--- config.mk ---
export PLATFORM = sky130hd
export DESIGN_NAME = qdac_ctrl
export DESIGN_NICKNAME = d
export VERILOG_FILES = /design/src/shared/qdac_pkg.sv /design/src/rtl/qdac_sync.sv /design/src/rtl/qdac_ctrl.sv
export VERILOG_INCLUDE_DIRS = /design/src /design/src/shared
export SDC_FILE = /design/constraint.sdc
export NUM_CORES = 1
export LEC_CHECK = 0
export BUFFER_PORTS_ARGS = -buffer_cell sky130_fd_sc_hd__buf_2
export CORE_ASPECT_RATIO = 0.8
export CORE_MARGIN = 2
export CORE_UTILIZATION = 59
export DETAILED_ROUTE_END_ITERATION = 6
export PLACE_DENSITY_LB_ADDON = 0.3
export SETUP_SLACK_MARGIN = 0.3
export SLEW_MARGIN = 5
export SYNTH_ARGS = -nofsm -noshare
export SYNTH_HDL_FRONTEND = slang
export SYNTH_SLANG_ARGS = --single-unit
--- constraint.sdc ---
create_clock -name clock_in -period 7.7 [get_ports clock_in]
set_input_delay 1.54 -clock clock_in [delete_from_list [all_inputs] [get_ports clock_in]]
set_output_delay 1.54 -clock clock_in [all_outputs]
set_load 0.005 [all_outputs]
--- src/shared/qdac_params.svh ---
// constants for the quad dac serial control block
`ifndef QDAC_PARAMS_SVH
`define QDAC_PARAMS_SVH
`define QDAC_WORD_BITS   16
`define QDAC_DATA_BITS   12
`define QDAC_CODE_MSB    15
`define QDAC_CODE_LSB    12
`define QDAC_DATA_RESET  12'h000
`define QDAC_CODE_NOP    4'h0
`define QDAC_CODE_UPO_LO 4'h2
`define QDAC_CODE_UPDATE 4'h4
`define QDAC_CODE_UPO_HI 4'h6
`define QDAC_CODE_LDALL  4'h8
`define QDAC_CODE_MODE0  4'ha
`define QDAC_CODE_SHDN   4'hc
`define QDAC_CODE_MODE1  4'he
`define QDAC_CTRL_LOAD   2'h1
`define QDAC_CTRL_LDUPD  2'h3
`define QDAC_SCLK_MAX_HZ 10000000
`define QDAC_CLK_HZ      50000000
`endif

--- src/shared/qdac_pkg.sv ---
// types for the quad dac serial control block
package qdac_pkg;
  typedef logic [11:0] qdac_data_t;
  typedef struct packed {
    logic [1:0] addr_bits;
    logic [1:0] ctrl_bits;
    logic [11:0] data_bits;
  } qdac_word_s;
  typedef struct packed {
    qdac_data_t dac_d;
    qdac_data_t dac_c;
    qdac_data_t dac_b;
    qdac_data_t dac_a;
  } qdac_dacs_s;
endpackage : qdac_pkg

--- src/rtl/qdac_sync.sv ---
// two flip-flop synchroniser for a bus of pin levels
`timescale 1ns/1ns
module qdac_sync #(
  parameter int WIDTH = 4
) (
  input  wire logic             clock_in,
  input  wire logic             rst_n_in,
  input  wire logic [WIDTH-1:0] async_in,
  input  wire logic [WIDTH-1:0] reset_val_in,
  output logic      [WIDTH-1:0] sync_out
);
  logic [WIDTH-1:0] meta_reg;
  logic [WIDTH-1:0] hold_reg;
  // flops keep the pin xor its idle level, so reset shows the idle level
  // and no false edge follows the release of reset
  always_ff @(posedge clock_in or negedge rst_n_in) begin
    if (!rst_n_in) begin
      meta_reg <= '0;
      hold_reg <= '0;
    end else begin
      meta_reg <= async_in ^ reset_val_in;
      hold_reg <= meta_reg;
    end
  end
  assign sync_out = hold_reg ^ reset_val_in;
endmodule : qdac_sync

--- src/rtl/qdac_ctrl.sv ---
// serial control logic of a quad 12-bit dac
`timescale 1ns/1ns
`include "qdac_params.svh"
module qdac_ctrl
  import qdac_pkg::*;
(
  // clock and reset
  input  wire logic clock_in,
  input  wire logic rst_n_in,
  // serial link pins
  input  wire logic chip_select_n_in,
  input  wire logic serial_clock_in,
  input  wire logic serial_in,
  output logic      serial_out,
  // control pins
  input  wire logic clear_n_in,
  input  wire logic shutdown_lockout_n_in,
  // outputs to analog section
  output qdac_dacs_s dac_regs_out,
  output qdac_dacs_s input_regs_out,
  output logic       user_output_out,
  output logic       shutdown_out,
  output logic       mode1_out
);
  logic rst_meta_reg;
  logic rst_n_reg;
  logic [3:0] pins_sync;
  logic cs_n_s;
  logic sclk_s;
  logic din_s;
  logic clr_n_s;
  logic pdl_n_s;
  logic cs_n_prev_reg;
  logic sclk_prev_reg;
  logic pdl_n_prev_reg;
  logic [`QDAC_WORD_BITS-1:0] shift_reg;
  logic [`QDAC_WORD_BITS-1:0] shift_next;
  logic       out_reg;
  logic       eject_reg;
  logic       pdl_n_async;
  logic       mode1_reg;
  logic       upo_reg;
  logic       shdn_reg;
  qdac_data_t in_reg  [4];
  qdac_data_t dac_reg [4];

  // reset release through two flip-flops
  always_ff @(posedge clock_in or negedge rst_n_in) begin
    if (!rst_n_in) begin
      rst_meta_reg <= 1'b0;
      rst_n_reg    <= 1'b0;
    end else begin
      rst_meta_reg <= 1'b1;
      rst_n_reg    <= rst_meta_reg;
    end
  end

  qdac_sync #(.WIDTH(5)) u_sync (
    .clock_in     (clock_in),
    .rst_n_in     (rst_n_reg),
    .async_in     ({pdl_n_async, clear_n_in, serial_in, serial_clock_in,
                    chip_select_n_in}),
    .reset_val_in (5'h19),
    .sync_out     ({pdl_n_s, clr_n_s, din_s, sclk_s, cs_n_s})
  );
  assign pdl_n_async = shutdown_lockout_n_in;

  // edge detection on synchronised pins
  wire sclk_rise = sclk_s & ~sclk_prev_reg;
  wire sclk_fall = ~sclk_s & sclk_prev_reg;
  wire cs_rise   = cs_n_s & ~cs_n_prev_reg;
  wire pdl_fall  = ~pdl_n_s & pdl_n_prev_reg;
  wire shift_en  = ~cs_n_s & sclk_rise;

  always_ff @(posedge clock_in or negedge rst_n_reg) begin
    if (!rst_n_reg) begin
      sclk_prev_reg  <= 1'b0;
      cs_n_prev_reg  <= 1'b1;
      pdl_n_prev_reg <= 1'b1;
    end else begin
      sclk_prev_reg  <= sclk_s;
      cs_n_prev_reg  <= cs_n_s;
      pdl_n_prev_reg <= pdl_n_s;
    end
  end

  // command decode of the whole captured word
  qdac_word_s word;
  assign word = qdac_word_s'(shift_reg);
  wire [3:0] code = {word.addr_bits, word.ctrl_bits};
  wire exec     = cs_rise;
  wire ld_one   = exec & (word.ctrl_bits == `QDAC_CTRL_LOAD ||
                          word.ctrl_bits == `QDAC_CTRL_LDUPD);
  wire upd_all  = exec & (word.ctrl_bits == `QDAC_CTRL_LDUPD ||
                          code == `QDAC_CODE_UPDATE ||
                          code == `QDAC_CODE_MODE0 ||
                          code == `QDAC_CODE_MODE1);
  wire ld_all   = exec & (code == `QDAC_CODE_LDALL);
  wire shdn_cmd = exec & (code == `QDAC_CODE_SHDN) & pdl_n_s;
  wire wake     = upd_all | ld_all | pdl_fall;

  // msb first: new bit enters at the bottom
  assign shift_next = {shift_reg[`QDAC_WORD_BITS-2:0], din_s};

  always_ff @(posedge clock_in or negedge rst_n_reg) begin
    if (!rst_n_reg) begin
      shift_reg <= '0;
      eject_reg <= 1'b0;
    end else if (!clr_n_s) begin
      shift_reg <= '0;
      eject_reg <= 1'b0;
    end else if (shift_en) begin
      shift_reg <= shift_next;
      eject_reg <= shift_reg[`QDAC_WORD_BITS-1];
    end
  end

  // mode 0 shifts out on falling clock, mode 1 on rising
  always_ff @(posedge clock_in or negedge rst_n_reg) begin
    if (!rst_n_reg) begin
      out_reg <= 1'b0;
    end else if (!clr_n_s) begin
      out_reg <= 1'b0;
    end else if (!cs_n_s && mode1_reg && sclk_rise) begin
      // mode 1 presents the bit this rising edge pushes out
      out_reg <= shift_reg[`QDAC_WORD_BITS-1];
    end else if (!cs_n_s && !mode1_reg && sclk_fall) begin
      // mode 0 trails by half a clock: the bit ejected at the last rise
      out_reg <= eject_reg;
    end
  end

  always_ff @(posedge clock_in or negedge rst_n_reg) begin
    if (!rst_n_reg) begin
      mode1_reg <= 1'b0;
      upo_reg   <= 1'b0;
      shdn_reg  <= 1'b0;
    end else if (!clr_n_s) begin
      mode1_reg <= 1'b0;
      upo_reg   <= 1'b0;
      shdn_reg  <= 1'b0;
    end else begin
      if (exec && code == `QDAC_CODE_MODE1) begin
        mode1_reg <= 1'b1;
      end else if (exec && code == `QDAC_CODE_MODE0) begin
        mode1_reg <= 1'b0;
      end
      if (exec && code == `QDAC_CODE_UPO_HI) begin
        upo_reg <= 1'b1;
      end else if (exec && code == `QDAC_CODE_UPO_LO) begin
        upo_reg <= 1'b0;
      end
      if (wake) begin
        shdn_reg <= 1'b0;
      end else if (shdn_cmd) begin
        shdn_reg <= 1'b1;
      end
    end
  end

  // input and dac registers; nop and other codes fall through
  genvar g;
  generate
    for (g = 0; g < 4; g++) begin : g_ch
      wire sel = ld_one & (word.addr_bits == 2'(g));
      qdac_data_t in_next;
      assign in_next = (ld_all | sel) ? word.data_bits : in_reg[g];
      always_ff @(posedge clock_in or negedge rst_n_reg) begin
        if (!rst_n_reg) begin
          in_reg[g]  <= `QDAC_DATA_RESET;
          dac_reg[g] <= `QDAC_DATA_RESET;
        end else if (!clr_n_s) begin
          in_reg[g]  <= `QDAC_DATA_RESET;
          dac_reg[g] <= `QDAC_DATA_RESET;
        end else begin
          in_reg[g] <= in_next;
          if (ld_all | upd_all) begin
            dac_reg[g] <= in_next;
          end
        end
      end
    end
  endgenerate

  assign serial_out      = out_reg;
  assign user_output_out = upo_reg;
  assign shutdown_out    = shdn_reg;
  assign mode1_out       = mode1_reg;
  assign dac_regs_out    = '{dac_reg[3], dac_reg[2], dac_reg[1], dac_reg[0]};
  assign input_regs_out  = '{in_reg[3], in_reg[2], in_reg[1], in_reg[0]};
endmodule : qdac_ctrl

# Word-level counts from Yosys, hierarchy flattened
# Index checks and enable logic that the tools add are counted.
# word_totals
ff_bits	132
in_bits	7
out_inout_bits	100
wordCells	113
# op_classes
n_eq_ne	18
muxes	32
bitwise_logic	27
n_reduce_logical	15
# op_table
op	count
$mux W12	16
$mux W16	2
$eq A4 B4 Y1 const B	4
$and A1 B1 Y1	14
$mux W1	14
$ne A3 B1 Y1 const B	4
$eq A4 B3 Y1 const B	2
$logic_and A1 B1 Y1	8
$eq A2 B2 Y1 const B	3
$not A3 Y3	2
$or A1 B1 Y1	6
$not A1 Y1	5
$eq A2 B1 Y1 const B	2
$eq A4 B2 Y1 const B	1
$logic_or A1 B1 Y1	4
$ne A2 B1 Y1 const B	2
$logic_not A1 Y1	2
$logic_not A2 Y1	1

# Depth between registers and ports, before layout
# depth
word_depth	9
depth_mapped	7
ltp_nobuf	4

# Modules after synthesis
# A second synthesis with hierarchy kept.
# unflattened
hier_cells	474
hier_area_um2	5484.0
# by_module_without_submodules
module	n_inst	cells_each	area_per_inst_um2	seq_area_each_um2
qdac_ctrl	1	454	5146.2	3055.4
qdac_sync	1	20	337.8	250.2

# Worst setup path after synthesis
# OpenSTA, ideal clock, no wires.
# synth_timing
path_type	register -> register
start	register shift_reg[13]
end	register dac_reg, in the netlist dac_regs_out[0]
setup_ns	0.150
arrival_time_ns	1.938
required_ns	7.550
slack_ns	5.612
path_stages_with_launch	7
n_path_buf	3
synth_period_minus_slack_ns	2.088
cell_sequence	dfrtp_1 buf_6 or4b_4 a311oi_4 buf_6 buf_6 a211oi_2
# synth_via
elab_chain_len	8
elab_cells_between_ends	20
cone_classes	eq/ne: 7; mux: 3; bitwise: 6; reduce/logical: 4
# synth_lines
item	line	rtl
start: declaration	qdac_ctrl.sv:36	logic [`QDAC_WORD_BITS-1:0] shift_reg;
start signal: assignment	qdac_ctrl.sv:113	shift_reg <= shift_next;
$eq A2 B1 Y1 (no source line) / $eq A2 B2 Y1 (equally long branches)	--	
$logic_or A1 B1 Y1 (no source line)	--	
$and A1 B1 Y1	qdac_ctrl.sv:92	wire ld_one = exec & (word.ctrl_bits == `QDAC_CTRL_LOAD ||
$and A1 B1 Y1	qdac_ctrl.sv:165	wire sel = ld_one & (word.addr_bits == 2'(g));
$or A1 B1 Y1	qdac_ctrl.sv:167	assign in_next = (ld_all | sel) ? word.data_bits : in_reg[g];
$mux W12	qdac_ctrl.sv:167	
$mux W12	qdac_ctrl.sv:177	if (ld_all | upd_all) begin
$mux W12	qdac_ctrl.sv:172	end else if (!clr_n_s) begin
end signal: indexed assignment	qdac_ctrl.sv:171	dac_reg[g] <= `QDAC_DATA_RESET;
end signal: indexed assignment	qdac_ctrl.sv:174	dac_reg[g] <= `QDAC_DATA_RESET;
end signal: indexed assignment	qdac_ctrl.sv:178	dac_reg[g] <= in_next;
end: declaration	qdac_ctrl.sv:45	qdac_data_t dac_reg [4];
# Several ways; a longest one is shown, not always the timed one. The select of a mux whose other input is x is not followed.
# A chain may end at the register's enable or synchronous reset.

# Worst setup path after layout
# layout_timing
start	register shift_reg[12]
end	register dac_reg, in the netlist dac_regs_out[5]
# Same word-level chain as after synthesis.

==> flow_summary.toml <==
[critical_path]
reg2reg_depth = 5
crit_end = "dac_regs_out[5]"
path_class = "reg2reg"
cp.arrival_ns = 3.86
worst_r2r_endpoint = "dac_regs_out[5]"
path_max_fanout = 77
cp-end-kind = "flop"
worstSetupStartpoint = "shift_reg[12]"
rrSetupSlack_ns = 4.15
r2r-start = "shift_reg[12]"
critPathRequiredTime_ns = 8.01
start_kind = "flop"

[global_routing]
grt_max_degree = 82
grt.overflow.total = 0
first_global_vias = 4119
antenna_found_initial = 0
grt_pass1_wl_um = 21400
track_usage = 0.274

[logic_synthesis]
synth_area_leaders = "dfrtp_1 (58%), mux2i_1 (11%), a211oi_2 (11%), nor2_1 (6.7%), nand2_1 (2.6%)"
synth_top_cell_area_share = 0.581
synth_common_cells = "dfrtp_1 (130), nor2_1 (100), mux2i_1 (62)"
syn_nets = 476
synthArstFlopShare = 1.00
synth_flop_cell = "dfrtp_1"
ys_types = 32
ys_warn_count = 0
synth.most_common_cell = "dfrtp_1"
ys_seq_area_frac = 0.590
syn_area_um2 = 5600
synth.avg_cell_area_um2 = 11.9
ys_ff_latch = 132
synth_edf_count = 0
synth_cells = 469
yosysTopAreaCell = "dfrtp_1"

[final_layout]
fill_cells = 647
final_nets = 572
n_antenna_cell = 0
drive_gt1_frac = 0.341
utilization = 0.730
area_growth_pct = 19.4

[detailed_routing]
drcViolationCount = 5
highest_layer = "met4"
drtAntennaViolNets = 0
firstDrtPassIters = 6
dr.first_iter.drc_count = 346
wl_met3_um = 1060
wirelength_um = 13100
vias = 3953
viasPerCell = 5.70
wl_per_cell_um = 18.9
route.met2.wl_um = 6380
wl_met1_um = 5420

[run]
maxCapViolCount = 0

[floorplanning]
die_y_um = 91.1
initial_core_util = 0.612
row_count = 31
io_pins = 107
coreArea_um2 = 9150
die_w_um = 113
die_area_um2 = 10300

[clock_network]
ctsLongestPathBuffers = 2
cts_tree = "done"
clock-sinks = 132
postCtsResizedCells = 0
root_buffer = "clkbuf_16"
post_cts_buffers = 0
insertion_delay_ns = 0.41
cts_hold_buf = 0
cts-htree-levels = 4
cts_buffers = 17
clkTransAtPathRegs_ns = 0.05

[sta]
tightest_slew_ns = 1.11
min_period_over_period = 0.461
rsz0062_at_grt = "no"
relSlewSlack = 0.257
setup_ws_ns = 4.15
timing.fmax_mhz = 282
hold_slack_ns = 0.355
period_needed_ns = 3.55
final_max_slew_viol_count = 0
finalHoldViolCount = 0
setup_tns_ns = 0
skew_ns = 0.00759
setup_viol = 0

[placement]
dp_hpwl_um = 8320
io_buffers = 106
place_congestion = 0.770
pre_cts_ws_ns = 4.20

[pwr]
ir_drop_mv = 0.180
total_power_mw = 1.50
power.leakage_nw = 3.50
powerDensity_nw_per_um2 = 225

[run_status]
violations = "DRC"
status = "finished with violations"

[worst_hold_path]
hp-class = "reg2reg"
==> worst max-delay path, cell delays in order, from the launching register on <==
cell and delay, ns:
dfrtp_1 0.51, or4b_4 0.58, a311oi_4 0.98, buf_4 0.90, nor2_1 0.13, a211oi_2 0.27
==> per-stage QoR <==
step / instances / cell area [um^2]
final: 693 / 6680
after global routing: 693 / 6680
after CTS: 693 / 6680
after detailed placement: 661 / 6110
after global placement: 661 / 6110
after floorplan: 469 / 5600
==> power by group <==
| part | leakage (nW) | internal (mW) | switching, mW |
|---|---|---|---|
| registers | 1.81 | 0.700 | 0.0130 |
| clock network | 0.282 | 0.495 | 0.274 |
| logic | 1.41 | 0.00336 | 0.0187 |
| total | 3.50 | 1.20 | 0.306 |
==> worst min-delay path by stage <==
stage | slack [ns] | endpoint | from | cells past startpoint
finish | 0.35 | u_sync.hold_reg[2] | u_sync.meta_reg[2] | 0
global route | 0.36 | u_sync.hold_reg[2] | u_sync.meta_reg[2] | 0
CTS | 0.35 | u_sync.hold_reg[2] | u_sync.meta_reg[2] | 0
detailed placement | 0.34 | u_sync.hold_reg[2] | u_sync.meta_reg[2] | 0
global placement | 0.33 | u_sync.hold_reg[2] | u_sync.meta_reg[2] | 0
floorplan | 0.33 | rst_n_reg | rst_meta_reg | 0
==> cell type report <==
| type | instances | area [um^2] | share of cell area |
|---|---|---|---|
| inverter | 5 | 18.8 | 0.00281 |
| tap | 115 | 144 | 0.0215 |
| timing repair buffer | 113 | 583 | 0.0872 |
| sequential | 132 | 3310 | 0.496 |
| multi-input combinational | 296 | 2050 | 0.307 |
| clock inverter | 3 | 40.0 | 0.00599 |
| clock buffer | 29 | 531 | 0.0794 |
==> cells by family (layout without fill, tap and decap cells) <==
family,after synthesis,after routing,share of synthesized area
AOI/OAI and AO/OA,76,76,0.138
buffers and inverters,41,150,0.0429
DFF,132,132,0.590
muxes,62,62,0.111
other,1,1,0.000670
and+or+nand+nor,157,157,0.118
==> metal layers <==
metal,vias up,track usage
li1,1793,-
met3,20,0.0928
met5,-,0
met2,142,0.425
met4,0,0.0955
met1,1998,0.364
==> placed cells by master (no fill, tap or decap), types with 2 or more instances in the layout <==
master / count
dfrtp_1: 128
buf_2: 106
nor2_1: 100
mux2i_1: 62
a211oi_2: 48
nand2_1: 39
a21oi_1: 20
clkbuf_16: 17
buf_4: 7
clkbuf_8: 6
clkbuf_1: 6
inv_1: 5
nor3_1: 2
o21ai_1: 2
or3b_2: 2
nor4b_1: 2
nand2b_1: 2
nand4b_1: 2
o21ai_0: 2
clkinv_2: 2
dfstp_2: 2
dfrtp_4: 2
Note: power is estimated with default switching activity, not from simulation.
